--- config.mk ---
export PLATFORM = sky130hd
export DESIGN_NAME = ibtq_top
export DESIGN_NICKNAME = d
export VERILOG_FILES = /design/src/rtl/ibtq_pkg.sv /design/src/rtl/ibtq_q_if.sv /design/src/rtl/ibtq_irq.sv /design/src/rtl/ibtq_queue.sv /design/src/rtl/ibtq_top.sv
export VERILOG_INCLUDE_DIRS = /design/src /design/src/rtl
export SDC_FILE = /design/constraint.sdc
export NUM_CORES = 1
export LEC_CHECK = 0
export ABC_AREA = 1
export ABC_CLOCK_PERIOD_IN_PS = 3400
export BUFFER_PORTS_ARGS = -buffer_cell sky130_fd_sc_hd__buf_4
export CORE_MARGIN = 5
export CORE_UTILIZATION = 59
export DETAILED_ROUTE_END_ITERATION = 16
export MAX_ROUTING_LAYER = met4
export PLACE_DENSITY = 0.81
export RECOVER_POWER = 100
export SLEW_MARGIN = 10
export SYNTH_ARGS = -nofsm -noshare
export SYNTH_HDL_FRONTEND = slang
export SYNTH_SLANG_ARGS = --single-unit
--- constraint.sdc ---
create_clock -name REF_CLK_I -period 3.4 [get_ports REF_CLK_I]
set_clock_uncertainty 0.1 [all_clocks]
set_input_delay 0.34 -clock REF_CLK_I [delete_from_list [all_inputs] [get_ports REF_CLK_I]]
set_output_delay 0.34 -clock REF_CLK_I [all_outputs]
set_load 0.005 [all_outputs]
--- src/rtl/ibtq_defs.svh ---
/*
 Register offsets, field positions, reset values and code points of the image block
 transfer queue. Assumes byte addressing on a 32-bit Avalon-MM register bus.
*/
`ifndef IBTQ_DEFS_SVH
`define IBTQ_DEFS_SVH

`define IBTQ_AW 6
`define IBTQ_OFS_CTRL_METHOD 6'h00
`define IBTQ_OFS_OP_SELECT 6'h04
`define IBTQ_OFS_BURST_TOTAL 6'h08
`define IBTQ_OFS_CAPACITY 6'h0c
`define IBTQ_OFS_OCCUPANCY 6'h10
`define IBTQ_OFS_LOST 6'h14
`define IBTQ_OFS_POLICY 6'h18
`define IBTQ_OFS_COMMAND 6'h1c
`define IBTQ_OFS_IRQ_STATUS 6'h20
`define IBTQ_OFS_IRQ_MASK 6'h24
`define IBTQ_OFS_STATE 6'h28

`define IBTQ_CMD_GO_BIT 0
`define IBTQ_CMD_HALT_BIT 1
`define IBTQ_CMD_CLOSE_BIT 2

`define IBTQ_EV_SENT_BIT 0
`define IBTQ_EV_LOST_BIT 1
`define IBTQ_EV_BURST_BIT 2
`define IBTQ_NUM_EV 3

`define IBTQ_ST_RUN_BIT 0
`define IBTQ_ST_BUSY_BIT 1

`define IBTQ_RST_METHOD 2'h0
`define IBTQ_RST_OP 1'h0
`define IBTQ_RST_POLICY 1'h0

`endif

--- src/rtl/ibtq_pkg.sv ---
/*
 Types of the image block transfer queue: control methods, operation modes, sender states.
 Assumes ibtq_defs.svh is included by the modules that need numeric constants.
*/
package ibtq_pkg;
    typedef enum logic [1:0] {
        IBTQ_BASIC = 2'h0,
        IBTQ_AUTO = 2'h1,
        IBTQ_USER = 2'h2
    } ibtq_method_type;

    typedef enum logic [0:0] {
        IBTQ_CONTINUOUS = 1'h0,
        IBTQ_MULTI = 1'h1
    } ibtq_op_type;

    typedef enum logic [0:0] {
        IBTQ_FIFO = 1'h0
    } ibtq_policy_type;

    typedef enum logic [0:0] {
        IBTQ_IDLE = 1'h0,
        IBTQ_SEND = 1'h1
    } ibtq_tx_state_type;
endpackage

--- src/rtl/ibtq_q_if.sv ---
/*
 Carrier between the transfer controller and its block queue.
 Assumes both ends share one clock; all strobes are one-cycle pulses.
*/
`timescale 1ns/1ps
interface ibtq_q_if #(parameter int DW = 32, parameter int CW = 16);
    logic push;
    logic [DW-1:0] push_data;
    logic pop;
    logic flush;
    logic [DW-1:0] head;
    logic [CW-1:0] count;
    logic empty;
    logic overwrite;

    modport ctrl (output push, push_data, pop, flush, input head, count, empty, overwrite);
    modport fifo (input push, push_data, pop, flush, output head, count, empty, overwrite);
endinterface

--- src/rtl/ibtq_irq.sv ---
/*
 Sticky event flags, write-one-to-clear, with a mask and one level interrupt.
 Assumes event pulses and clear strobes are synchronous to clk_i.
*/
`timescale 1ns/1ps
module ibtq_irq #(
    parameter int NE = 3
) (
    input wire logic clk_i,
    input wire logic rst_n_i,
    input wire logic [NE-1:0] event_i,
    input wire logic clr_wr_i,
    input wire logic mask_wr_i,
    input wire logic [NE-1:0] wdata_i,
    output logic [NE-1:0] status_o,
    output logic [NE-1:0] mask_o,
    output logic irq_o
);
    logic [NE-1:0] status_d;

    genvar i;
    for (i = 0; i < NE; i++) begin : g_flag
        // A new event in the clearing cycle survives the clear
        assign status_d[i] = event_i[i] || (status_o[i] && !(clr_wr_i && wdata_i[i]));
    end

    always_ff @(posedge clk_i or negedge rst_n_i) begin
        if (!rst_n_i) begin
            status_o <= '0;
            mask_o <= '0;
            irq_o <= 1'b0;
        end else begin
            status_o <= status_d;
            mask_o <= mask_wr_i ? wdata_i : mask_o;
            irq_o <= |(status_d & (mask_wr_i ? wdata_i : mask_o));
        end
    end
endmodule

--- src/rtl/ibtq_queue.sv ---
/*
 First-in-first-out store of block descriptors. A lone push into a full store drops the head,
 which is always the oldest block not yet begun, since a block leaves when it starts.
 Assumes pop is only given while not empty.
*/
`timescale 1ns/1ps
module ibtq_queue import ibtq_pkg::*; #(
    parameter int DW = 32,
    parameter int CW = 16,
    parameter int DEPTH = 8
) (
    input wire logic clk_i,
    input wire logic rst_n_i,
    ibtq_q_if.fifo q
);
    localparam int PW = $clog2(DEPTH);

    logic [DW-1:0] mem [DEPTH];
    logic [PW-1:0] rd_q;
    logic [PW-1:0] wr_q;
    logic [CW-1:0] cnt_q;

    wire full = (cnt_q == CW'(DEPTH));
    wire pop_ok = q.pop && (cnt_q != '0);
    // A simultaneous pop frees a slot, so only a lone push into a full store overwrites
    wire drop = q.push && full && !pop_ok;
    wire adv_rd = pop_ok || drop;
    wire [PW-1:0] rd_nx = (rd_q == PW'(DEPTH - 1)) ? '0 : rd_q + 1'b1;
    wire [PW-1:0] wr_nx = (wr_q == PW'(DEPTH - 1)) ? '0 : wr_q + 1'b1;

    assign q.head = mem[rd_q];
    assign q.count = cnt_q;
    assign q.empty = (cnt_q == '0);
    assign q.overwrite = drop;

    always_ff @(posedge clk_i) begin
        if (q.push && !q.flush) begin
            mem[wr_q] <= q.push_data;
        end
    end

    always_ff @(posedge clk_i or negedge rst_n_i) begin
        if (!rst_n_i) begin
            rd_q <= '0;
            wr_q <= '0;
            cnt_q <= '0;
        end else if (q.flush) begin
            rd_q <= '0;
            wr_q <= '0;
            cnt_q <= '0;
        end else begin
            rd_q <= adv_rd ? rd_nx : rd_q;
            wr_q <= q.push ? wr_nx : wr_q;
            cnt_q <= cnt_q + CW'(q.push && !drop) - CW'(pop_ok);
        end
    end
endmodule

--- src/rtl/ibtq_top.sv ---
/*
 Image block transfer queue: takes finished block descriptors, queues them first in first
 out and hands them one at a time to the link layer, under basic, automatic or user control.
 Assumes an Avalon-MM master with waitrequest, and a link layer that takes a descriptor on
 TX_START_O and reports the end of that block with one TX_DONE_I pulse.
*/
`timescale 1ns/1ps
`include "ibtq_defs.svh"
module ibtq_top import ibtq_pkg::*; #(
    parameter int DW = 32,
    parameter int CW = 16,
    parameter int DEPTH = 8
) (
    input wire logic REF_CLK_I,
    input wire logic RST_N_I,
    input wire logic [`IBTQ_AW-1:0] AVS_ADDRESS_I,
    input wire logic AVS_READ_I,
    input wire logic AVS_WRITE_I,
    input wire logic [31:0] AVS_WRITEDATA_I,
    output logic [31:0] AVS_READDATA_O,
    output logic AVS_WAITREQUEST_O,
    input wire logic BLK_DONE_I,
    input wire logic [DW-1:0] BLK_DESC_I,
    input wire logic PKT_READY_I,
    input wire logic [DW-1:0] ACQ_DESC_I,
    output logic TX_START_O,
    output logic [DW-1:0] TX_DESC_O,
    input wire logic TX_DONE_I,
    output logic STREAMING_O,
    output logic IRQ_O
);
    ////////////////////////////////////////////////////////////////////////////
    // Register bus

    logic ack_q;
    logic wait_q;
    logic [31:0] rdata_q;
    ibtq_method_type method_q;
    ibtq_op_type op_q;
    logic [CW-1:0] burst_total_q;
    logic [CW-1:0] lost_q;
    ibtq_policy_type policy_q;

    wire req = AVS_READ_I || AVS_WRITE_I;
    // A write lands on the edge at which waitrequest is seen low
    wire wr_en = AVS_WRITE_I && ack_q;
    wire wr_method = wr_en && (AVS_ADDRESS_I == `IBTQ_OFS_CTRL_METHOD);
    wire wr_op = wr_en && (AVS_ADDRESS_I == `IBTQ_OFS_OP_SELECT);
    wire wr_burst = wr_en && (AVS_ADDRESS_I == `IBTQ_OFS_BURST_TOTAL);
    wire wr_policy = wr_en && (AVS_ADDRESS_I == `IBTQ_OFS_POLICY);
    wire wr_cmd = wr_en && (AVS_ADDRESS_I == `IBTQ_OFS_COMMAND);
    wire wr_clr = wr_en && (AVS_ADDRESS_I == `IBTQ_OFS_IRQ_STATUS);
    wire wr_mask = wr_en && (AVS_ADDRESS_I == `IBTQ_OFS_IRQ_MASK);
    wire user_ctl = (method_q == IBTQ_USER);
    wire go_cmd = wr_cmd && AVS_WRITEDATA_I[`IBTQ_CMD_GO_BIT] && user_ctl;
    wire halt_cmd = wr_cmd && AVS_WRITEDATA_I[`IBTQ_CMD_HALT_BIT] && user_ctl;
    wire close_cmd = wr_cmd && AVS_WRITEDATA_I[`IBTQ_CMD_CLOSE_BIT];
    // Unknown method codes are refused so the enum never holds an illegal value
    wire method_ok = (AVS_WRITEDATA_I[1:0] != 2'h3);

    ibtq_q_if #(.DW(DW), .CW(CW)) qif ();
    logic [`IBTQ_NUM_EV-1:0] ev_status;
    logic [`IBTQ_NUM_EV-1:0] ev_mask;
    logic irq_w;
    logic run_q;
    ibtq_tx_state_type state_q;
    logic [31:0] rdata_d;

    always_comb begin
        rdata_d = 32'h0;
        unique case (AVS_ADDRESS_I)
            `IBTQ_OFS_CTRL_METHOD: rdata_d = 32'(method_q);
            `IBTQ_OFS_OP_SELECT: rdata_d = 32'(op_q);
            `IBTQ_OFS_BURST_TOTAL: rdata_d = 32'(burst_total_q);
            `IBTQ_OFS_CAPACITY: rdata_d = 32'(DEPTH);
            `IBTQ_OFS_OCCUPANCY: rdata_d = 32'(qif.count);
            `IBTQ_OFS_LOST: rdata_d = 32'(lost_q);
            `IBTQ_OFS_POLICY: rdata_d = 32'(policy_q);
            `IBTQ_OFS_IRQ_STATUS: rdata_d = 32'(ev_status);
            `IBTQ_OFS_IRQ_MASK: rdata_d = 32'(ev_mask);
            `IBTQ_OFS_STATE: rdata_d = {30'h0, (state_q == IBTQ_SEND), run_q};
            default: rdata_d = 32'h0;
        endcase
    end

    always_ff @(posedge REF_CLK_I or negedge RST_N_I) begin
        if (!RST_N_I) begin
            ack_q <= 1'b0;
            wait_q <= 1'b1;
            rdata_q <= 32'h0;
        end else begin
            ack_q <= req && !ack_q;
            // Own flop so the pin does not pass through an inverter
            wait_q <= !(req && !ack_q);
            rdata_q <= rdata_d;
        end
    end

    assign AVS_READDATA_O = rdata_q;
    assign AVS_WAITREQUEST_O = wait_q;

    always_ff @(posedge REF_CLK_I or negedge RST_N_I) begin
        if (!RST_N_I) begin
            method_q <= ibtq_method_type'(`IBTQ_RST_METHOD);
            op_q <= ibtq_op_type'(`IBTQ_RST_OP);
            burst_total_q <= '0;
            policy_q <= ibtq_policy_type'(`IBTQ_RST_POLICY);
        end else begin
            if (wr_method && method_ok) begin
                method_q <= ibtq_method_type'(AVS_WRITEDATA_I[1:0]);
            end
            if (wr_op) begin
                op_q <= ibtq_op_type'(AVS_WRITEDATA_I[0]);
            end
            if (wr_burst) begin
                burst_total_q <= AVS_WRITEDATA_I[CW-1:0];
            end
            // Only first-in-first-out exists, so any other code is dropped
            if (wr_policy && (AVS_WRITEDATA_I[0] == 1'b0)) begin
                policy_q <= IBTQ_FIFO;
            end
        end
    end

    ////////////////////////////////////////////////////////////////////////////
    // Queue

    logic cut_q;
    logic [CW-1:0] remain_q;

    // A block already cut through to the link is not queued a second time
    assign qif.push = BLK_DONE_I && !cut_q && !close_cmd;
    assign qif.push_data = BLK_DESC_I;
    assign qif.flush = close_cmd;

    ibtq_queue #(.DW(DW), .CW(CW), .DEPTH(DEPTH)) i_ibtq_queue (
        .clk_i(REF_CLK_I),
        .rst_n_i(RST_N_I),
        .q(qif.fifo)
    );

    always_ff @(posedge REF_CLK_I or negedge RST_N_I) begin
        if (!RST_N_I) begin
            lost_q <= '0;
        end else if (qif.overwrite) begin
            lost_q <= lost_q + 1'b1;
        end
    end

    ////////////////////////////////////////////////////////////////////////////
    // Transmission control

    wire multi = (op_q == IBTQ_MULTI);
    // Basic and automatic never wait for commands
    wire enabled = user_ctl ? run_q : 1'b1;
    wire can_launch = (state_q == IBTQ_IDLE) && enabled && !close_cmd;
    wire launch_q = can_launch && !qif.empty;
    // Cut-through only when nothing older waits, so first-in-first-out order holds
    // A block entering the queue this cycle is older than the one being acquired
    wire launch_cut = can_launch && qif.empty && !qif.push && !user_ctl && PKT_READY_I
                      && !cut_q;
    wire launch = launch_q || launch_cut;
    wire burst_last = user_ctl && multi && launch && (remain_q == CW'(1));

    assign qif.pop = launch_q;

    always_ff @(posedge REF_CLK_I or negedge RST_N_I) begin
        if (!RST_N_I) begin
            run_q <= 1'b0;
            remain_q <= '0;
        end else if (close_cmd || !user_ctl) begin
            run_q <= 1'b0;
            remain_q <= '0;
        end else if (go_cmd) begin
            // Block total is consulted only in multi-block mode
            run_q <= multi ? (burst_total_q != '0) : 1'b1;
            remain_q <= multi ? burst_total_q : '0;
        end else if (halt_cmd || burst_last) begin
            run_q <= 1'b0;
            remain_q <= '0;
        end else if (multi && launch) begin
            remain_q <= remain_q - 1'b1;
        end
    end

    // Stop clears run_q and remain_q only; a block in SEND still runs to TX_DONE_I
    always_ff @(posedge REF_CLK_I or negedge RST_N_I) begin
        if (!RST_N_I) begin
            state_q <= IBTQ_IDLE;
        end else begin
            unique case (state_q)
                IBTQ_IDLE: state_q <= launch ? IBTQ_SEND : IBTQ_IDLE;
                IBTQ_SEND: state_q <= TX_DONE_I ? IBTQ_IDLE : IBTQ_SEND;
            endcase
        end
    end

    always_ff @(posedge REF_CLK_I or negedge RST_N_I) begin
        if (!RST_N_I) begin
            cut_q <= 1'b0;
        end else if (close_cmd || BLK_DONE_I) begin
            cut_q <= 1'b0;
        end else if (launch_cut) begin
            cut_q <= 1'b1;
        end
    end

    always_ff @(posedge REF_CLK_I or negedge RST_N_I) begin
        if (!RST_N_I) begin
            TX_START_O <= 1'b0;
            TX_DESC_O <= '0;
            STREAMING_O <= 1'b0;
        end else begin
            TX_START_O <= launch;
            TX_DESC_O <= launch_cut ? ACQ_DESC_I : (launch_q ? qif.head : TX_DESC_O);
            STREAMING_O <= launch || ((state_q == IBTQ_SEND) && !TX_DONE_I);
        end
    end

    ////////////////////////////////////////////////////////////////////////////
    // Interrupts

    wire burst_end_ev = burst_last;
    wire [`IBTQ_NUM_EV-1:0] events = {burst_end_ev, qif.overwrite,
                                      (state_q == IBTQ_SEND) && TX_DONE_I};

    ibtq_irq #(.NE(`IBTQ_NUM_EV)) i_ibtq_irq (
        .clk_i(REF_CLK_I),
        .rst_n_i(RST_N_I),
        .event_i(events),
        .clr_wr_i(wr_clr),
        .mask_wr_i(wr_mask),
        .wdata_i(AVS_WRITEDATA_I[`IBTQ_NUM_EV-1:0]),
        .status_o(ev_status),
        .mask_o(ev_mask),
        .irq_o(irq_w)
    );

    assign IRQ_O = irq_w;
endmodule

==> results of run 1 <==
[routing by layer]
layer	vias up	global-route usage, %	wire length, um
met3	110	4.26	3850
li1	5894	-	-
met5	-	-	0
met2	752	46.4	22400
met4	0	8.65	1290
met1	6271	36.4	17300
[critical path, cell delays in order (launching register included)]
cell and delay, ns:
dfrtp_1 0.39, nand2_1 0.14, nor2_1 0.08, nand3_1 0.21, nand2_1 0.15, inv_1 0.14
nand2_1 0.23, nor2_1 0.81, clkbuf_2 0.55
[worst min-delay path by stage]
stage,from,cells after the start,end
CTS,AVS_WRITEDATA_I[0],3,burst_total_q[0]
global placement,ack_q,1,ack_q
detailed placement,ack_q,1,ack_q
floorplan,RST_N_I,0,AVS_READDATA_O[0]
finish,AVS_WRITEDATA_I[0],3,burst_total_q[0]
global route,AVS_WRITEDATA_I[0],3,burst_total_q[0]
[stage by stage]
stage | util [%] | worst slack (ns) | power (mW)
2_1_floorplan | - | 0.528 | 9.64
3_3_place_gp | 64.9 | 0.314 | 11.2
3_5_place_dp | 64.9 | 0.292 | 11.4
4_1_cts | 72.8 | 0.253 | 16.2
5_1_grt | 71.8 | 0.0298 | 17.1
6_report | 71.8 | 0.232 | 16.2
[layout by cell type (no fill, tap or decap), types with 33 or more instances in the layout]
cell type / n
inv_1: 97
a31oi_1: 33
clkbuf_1: 56
nand2_1: 216
o221ai_1: 72
clkbuf_4: 45
dfrtp_1: 133
buf_4: 68
nor2_1: 224
dlygate4sd3_1: 84
o21ai_0: 173
clkbuf_16: 42
nand3_1: 66
edfxtp_1: 256
[logic make-up after synthesis]
group           Yosys count  synth area share (%)
other cells               1                0.0220
compound gates          340                  12.3
mux                       7                 0.462
flops                   391                  64.8
buf+inv                 194                  4.88
fa+ha+maj                32                  2.39
xor+xnor                 29                  1.49
simple gates            552                  13.6
[sequential cells by signal, indices dropped and copies added, names as in the netlist, 2 cells and up]
| signal | cells |
|---|---|
| i_ibtq_queue.mem | 256 |
| TX_DESC_O | 32 |
| AVS_READDATA_O | 16 |
| burst_total_q | 16 |
| i_ibtq_queue.q.count | 16 |
| lost_q | 16 |
| remain_q | 16 |
| i_ibtq_irq.mask_o | 3 |
| i_ibtq_irq.status_o | 3 |
| i_ibtq_queue.rd_q | 3 |
| i_ibtq_queue.wr_q | 3 |
| method_q | 2 |
[cell type report]
| class | instances | area, um2 |
|---|---|---|
| repair buffers | 259 | 1970 |
| well taps | 384 | 480 |
| flip-flops and latches | 391 | 11100 |
| inverters | 105 | 395 |
| multi-input cells | 976 | 5220 |
| clock inverters | 19 | 226 |
| clock buffers | 57 | 1200 |
| fillers | 1913 | 8070 |
[what timing repair did]
| item | in CTS | in global routing |
|---|---|---|
| endpoints found under the hold margin | 387 | 0 |
| hold buffers | 84 | 0 |
| setup endpoints to repair | 0 | 1 |
| gates resized for setup | 0 | 1 |
[power by group]
group | switching (mW) | internal (mW)
Sequential | 0.359 | 5.87
Combinational | 3.50 | 1.79
Clock | 1.88 | 2.79
==> run_results.csv, run 1 <==
group,metric,value,unit
outcome,outcome,"finished, violations left",
outcome,violations,"capacitance limit, slew limit",
worst_setup_path,crit_path_end,"i_ibtq_queue.mem[0][27]",
grt,antenna_found_initial,0,
clocking,clock_path_buffers,3,
grt,grt_start_max_net_pins,115,
die,initial_utilization,59.6,%
worst_setup_path,reg2reg_from,"ack_q",
worst_setup_path,critical_path.max_fanout,14,
worst_setup_path,required,3.48,ns
synth,synthTopCellsByArea,"edfxtp_1, dfrtp_1, o21ai_0, nor2_1, nand2_1",
synth,synth_edf_count,256,
die,die_h,180,um
route,drt-vias-per-instance,5.95,
sta,final-hold-violation-count,0,
final_layout,finalNetCount,1915,
clocking,path_clk_slew,0.06,ns
route,drtIter0Drc,1427,
power_and_ir_drop,p_per_area,788,nW/um2
worst_setup_path,ff2ff_setup_slack,0.23,ns
grt,grt_pass1_vias,13000,
synth,synth-seq-cells,391,
grt,grtUsageTotal,28.0,%
synth,netlist_area,17100,um2
synth,syn_avg_cell_area,11.0,um2
die,die_x,180,um
synth,yosysTopAreaCell,"edfxtp_1",
worst_setup_path,crit_type,"flip-flop to flip-flop",
synth,synth_cell_types,50,
final_layout,syn_to_final_growth,20.4,%
route,drc_errors,0,
sta,setup_viol,0,
sta,slew_headroom,-9.23,%
worst_setup_path,cp-end-kind,"flip-flop",
worst_setup_path,critical_path_arrival,3.25,ns
sta,hold_slack,0.120,ns
sta,rsz0062_at_grt,"false",
final_layout,instances_no_fill,2191,
placement,io_buffers,144,
synth,ys_top_cells_by_count,"edfxtp_1, nor2_1, nand2_1",
sta,tns,0,ns
placement,place_area,18600,um2
clocking,ctsRootBufferMaster,"clkbuf_16",
route,dr.pass1.iters,6,
sta,max_freq,316,MHz
placement,dpl.cell_count,2031,
final_layout,diodes,0,
clocking,cts_buffers,41,
synth,yosysTopAreaCellShare,45.0,%
grt,grt_pass1_wl,70.9,mm
route,vias,13000,
die,core_area,28600,um2
synth,seq_area_frac_synth,64.8,%
synth,yosysWarnings,0,
synth,syn_inst,1546,
clocking,postCtsSetupBuffers,0,
synth,synth.most_common_cell,"edfxtp_1",
grt,grt.overflow.total,0,
placement,dp_hpwl,25.6,mm
final_layout,drive_above_1_share,12.5,%
sta,worst_pin_slew,1.64,ns
synth,synth-main-ff-cell,"edfxtp_1",
route,wire_per_inst,20.5,um
worst_setup_path,rr_endpoint,"i_ibtq_queue.mem[0][27]",
hold_path,hold_class,"input port to flip-flop",
route,postRouteAntennaNets,0,
sta,report.final.slew_viol_count,40,
power_and_ir_drop,p_leak,8.24,nW
job,drv_cap,1,
worst_setup_path,crit_start,"ack_q",
power_and_ir_drop,vdd_drop_max,0.657,mV
worst_setup_path,start_kind,"flip-flop",
placement,gp_congestion,0.933,
die,pin_count,177,
clocking,htreeDepth,2,
clocking,worstSkewPairLatency,0.55,ns
clocking,tritoncts,"built",
sta,finalCritPeriodShare,93.2,%
final_layout,stdcell_area,20600,um2
synth,synthArstFlopShare,34.5,%
clocking,clkSinkCount,391,
die,die-area,32400,um2
worst_setup_path,reg2reg_depth,8,
route,drt_wl_total,44.9,mm
sta,min_period,3.17,ns
die,num_rows,62,
(Power assumes the default switching activity.)
==> run 2, diff against run 1 <==
--- a/config.mk
+++ b/config.mk
@@ -6,7 +6,6 @@
 export SDC_FILE = /design/constraint.sdc
 export NUM_CORES = 1
 export LEC_CHECK = 0
-export ABC_AREA = 1
 export ABC_CLOCK_PERIOD_IN_PS = 3400
 export BUFFER_PORTS_ARGS = -buffer_cell sky130_fd_sc_hd__buf_4
 export CORE_MARGIN = 5
==> run 2 against run 1 <==
Against the previous run:
- the run ends with capacitance limit, slew limit, setup timing left
- core utilization increased by 2.0 points
- via count decreased by 9.2%
- critical path type unchanged
- design area increased by 2.8%
- flip-flop and latch count unchanged
- global-route usage increased by 0.21 points
- largest power group unchanged
- clock power decreased by 3%
==> run_results.csv, run 2 <==
group,metric,value,unit
clocking,clock_path_buffers,3,
worst_setup_path,start_kind,"flip-flop",
sta,final-hold-violation-count,0,
final_layout,final_cell_mix,"edfxtp_1, nand2_1, buf_4, dfrtp_1, a21oi_1",
die,initial_utilization,59.4,%
synth,syn_inst,1195,
worst_setup_path,cp-end-kind,"flip-flop",
synth,synth_cell_types,81,
clocking,htreeDepth,2,
synth,yosys.area_share.simple,8.73,%
synth,synth_adder_area_share,2.40,%
route,drtIter0Drc,1198,
grt,grt_start_max_net_pins,83,
die,die-area,32300,um2
route,drt-vias-per-instance,6.21,
job,drv_cap,1,
synth,seq_area_frac_synth,65.0,%
placement,pre_cts_ws,-0.194,ns
route,drt_wl_total,45.5,mm
route,dr.pass1.iters,6,
hold_path,hold_class,"input port to flip-flop",
synth,yosysWarnings,0,
route,wire_per_inst,23.9,um
worst_setup_path,required,3.72,ns
synth,synth_edf_count,256,
synth,synth.area.mux_share,10.1,%
synth,synth-compound-area-share,8.91,%
worst_setup_path,crit_type,"flip-flop to flip-flop",
synth,yosysTopAreaCellShare,45.2,%
synth,synth-main-ff-cell,"edfxtp_1",
final_layout,finalNetCount,1628,
clocking,tritoncts,"built",
die,die_x,180,um
power_and_ir_drop,p_per_area,796,nW/um2
outcome,violations,"capacitance limit, slew limit, setup timing",
final_layout,reg.largest.list,"i_ibtq_queue.mem: 256 flops, TX_DESC_O: 32 flops",
worst_setup_path,critical_path_arrival,3.81,ns
sta,slew_headroom,-53.9,%
synth,synth_top_family_by_area,"multiplexers",
sta,setup_viol,2,
clocking,clkSinkCount,391,
clocking,cts_buffers,40,
route,vias,11800,
placement,gp_congestion,0.920,
sta,rsz0062_at_grt,"true",
final_layout,fin_util,73.8,%
grt,grt_pass1_wl,69.9,mm
synth,ys_top_cells_by_count,"edfxtp_1, nand2_1, dfrtp_1",
synth,synth-seq-cells,391,
final_layout,ff_latch_area,11100,um2
placement,place_area,19000,um2
synth,synth.most_common_cell,"edfxtp_1",
power_and_ir_drop,p_leak,8.14,nW
sta,report.final.slew_viol_count,82,
final_layout,fill_cells,1669,
route,postRouteAntennaNets,0,
die,num_rows,62,
die,core_area,28600,um2
clocking,worstSkewPairLatency,0.56,ns
synth,yosysTopAreaCell,"edfxtp_1",
worst_setup_path,ff2ff_setup_slack,-0.08,ns
final_layout,drive_above_1_share,25.5,%
placement,dp_hpwl,25.4,mm
die,pin_count,177,
synth,synthTopCellsByArea,"edfxtp_1, dfrtp_1, mux4_2, nand2_1, a21oi_1",
sta,tns,-0.114,ns
die,die_h,180,um
final_layout,multi_input_area,5670,um2
sta,worst_pin_slew,2.31,ns
grt,grt_pass1_vias,12200,
clocking,path_clk_slew,0.06,ns
placement,io_buffers,144,
sta,finalCritPeriodShare,102,%
power_and_ir_drop,vdd_drop_max,0.529,mV
outcome,outcome,"finished, violations left",
sta,min_period,3.48,ns
grt,grtUsageTotal,28.2,%
final_layout,largest_reg_flops,256,
final_layout,regMostFlops,"i_ibtq_queue.mem",
final_layout,final_common_cell,"edfxtp_1",
final_layout,syn_to_final_growth,24.2,%
grt,grt.overflow.total,0,
synth,netlist_area,17000,um2
worst_setup_path,critical_path.max_fanout,4,
sta,layout_setup_ws,-0.0843,ns
clocking,ctsRootBufferMaster,"clkbuf_16",
grt,antenna_found_initial,3,
synth,syn_avg_cell_area,14.2,um2
route,drc_errors,0,
sta,max_freq,287,MHz
final_layout,stdcell_area,21100,um2
synth,synthArstFlopShare,34.5,%
synth,synthXorXnorAreaFrac,1.44,%
## run 2: cell types whose count changed after synthesis, moves of 12 or more
cell | previous run | this run
clkbuf_1 | 55 | 29
a21oi_1 | 31 | 92
inv_1 | 96 | 44
mux2_2 | 7 | 21
o21ai_0 | 172 | 55
nor2_1 | 228 | 49
a31oi_1 | 33 | 9
o221ai_1 | 72 | 3
mux4_2 | 0 | 64
nand2b_1 | 0 | 12
a222oi_1 | 0 | 13
nand2_1 | 214 | 138
nand3_1 | 64 | 19
## run 2: path summary, 6_finish.rpt
kind | from | to | cells after the start
setup / recovery | i_ibtq_queue.q.count[9] | i_ibtq_queue.q.count[10] | 16
hold / removal | TX_DONE_I | i_ibtq_irq.status_o[0] | 2
setup reg to reg | i_ibtq_queue.q.count[9] | i_ibtq_queue.q.count[10] | 16
hold reg to reg | lost_q[15] | lost_q[15] | 1
max in group asynchronous | RST_N_I | i_ibtq_queue.rd_q[0] | 2
min in group asynchronous | RST_N_I | TX_DESC_O[6] | 2
## run 2: repair_timing
item,in CTS,in global routing
buffers inserted,3,9
hold endpoints to repair,382,0
resized for setup,3,20
hold buffers,80,0
pin swaps,7,9
endpoints found under the setup margin,6,6
## run 2: worst max-delay path, cell delays in order (launching register included)
cell,delay [ns]
dfrtp_1,0.37
inv_2,0.06
ha_4,0.15
and4_4,0.19
a311o_2,0.38
or2b_4,0.28
inv_4,0.06
ha_4,0.12
inv_2,0.04
ha_4,0.15
fa_2,0.34
a211o_1,0.31
a31oi_4,0.24
o31ai_2,0.10
a21oi_1,0.22
xor2_1,0.18
nor2_1,0.06
## run 2: cell type report
type / count / share of cell area [%]
Clock inverter: 21 / 1.12
Clock buffer: 53 / 5.30
Tap cell: 384 / 2.27
Antenna cell: 3 / 0.0355
Multi-Input combinational cell: 701 / 26.8
Inverter: 44 / 0.793
Timing Repair Buffer: 309 / 11.3
Sequential cell: 391 / 52.4
## run 2: logic make-up (layout without fill, tap and decap cells)
family,Yosys count,in the layout
DFF,391,391
buffers and inverters,118,427
adders and majority gates,32,32
other,1,19
and+or+nand+nor,299,299
muxes,89,89
xor gates and xnor gates,28,28
AOI/OAI and AO/OA,237,237
## run 2: per-layer routing
layer  vias up  part of all wire [%]  GRT usage [%]
met3       136                   8.3           4.43
met5         -                     0              -
met1      5875                    37           35.6
met4         0                   3.5           10.3
met2       723                    51           47.0
li1       5093                     -              -
## run 2: metrics by stage
stage | cells | hold WS (ns) | power, mW
2_1_floorplan | 1210 | -0.0556 | 9.95
3_3_place_gp | 1737 | 0.353 | 11.6
3_5_place_dp | 1737 | 0.361 | 11.8
4_1_cts | 1894 | 0.00795 | 16.5
5_1_grt | 1906 | 0.0187 | 17.6
6_report | 1906 | 0.00487 | 16.8
## run 2: where the power goes
group          total (mW)  switching (mW)  internal, mW
Sequential           6.46           0.558          5.90
Combinational        5.85            3.14          2.70
Clock                4.53            1.89          2.64
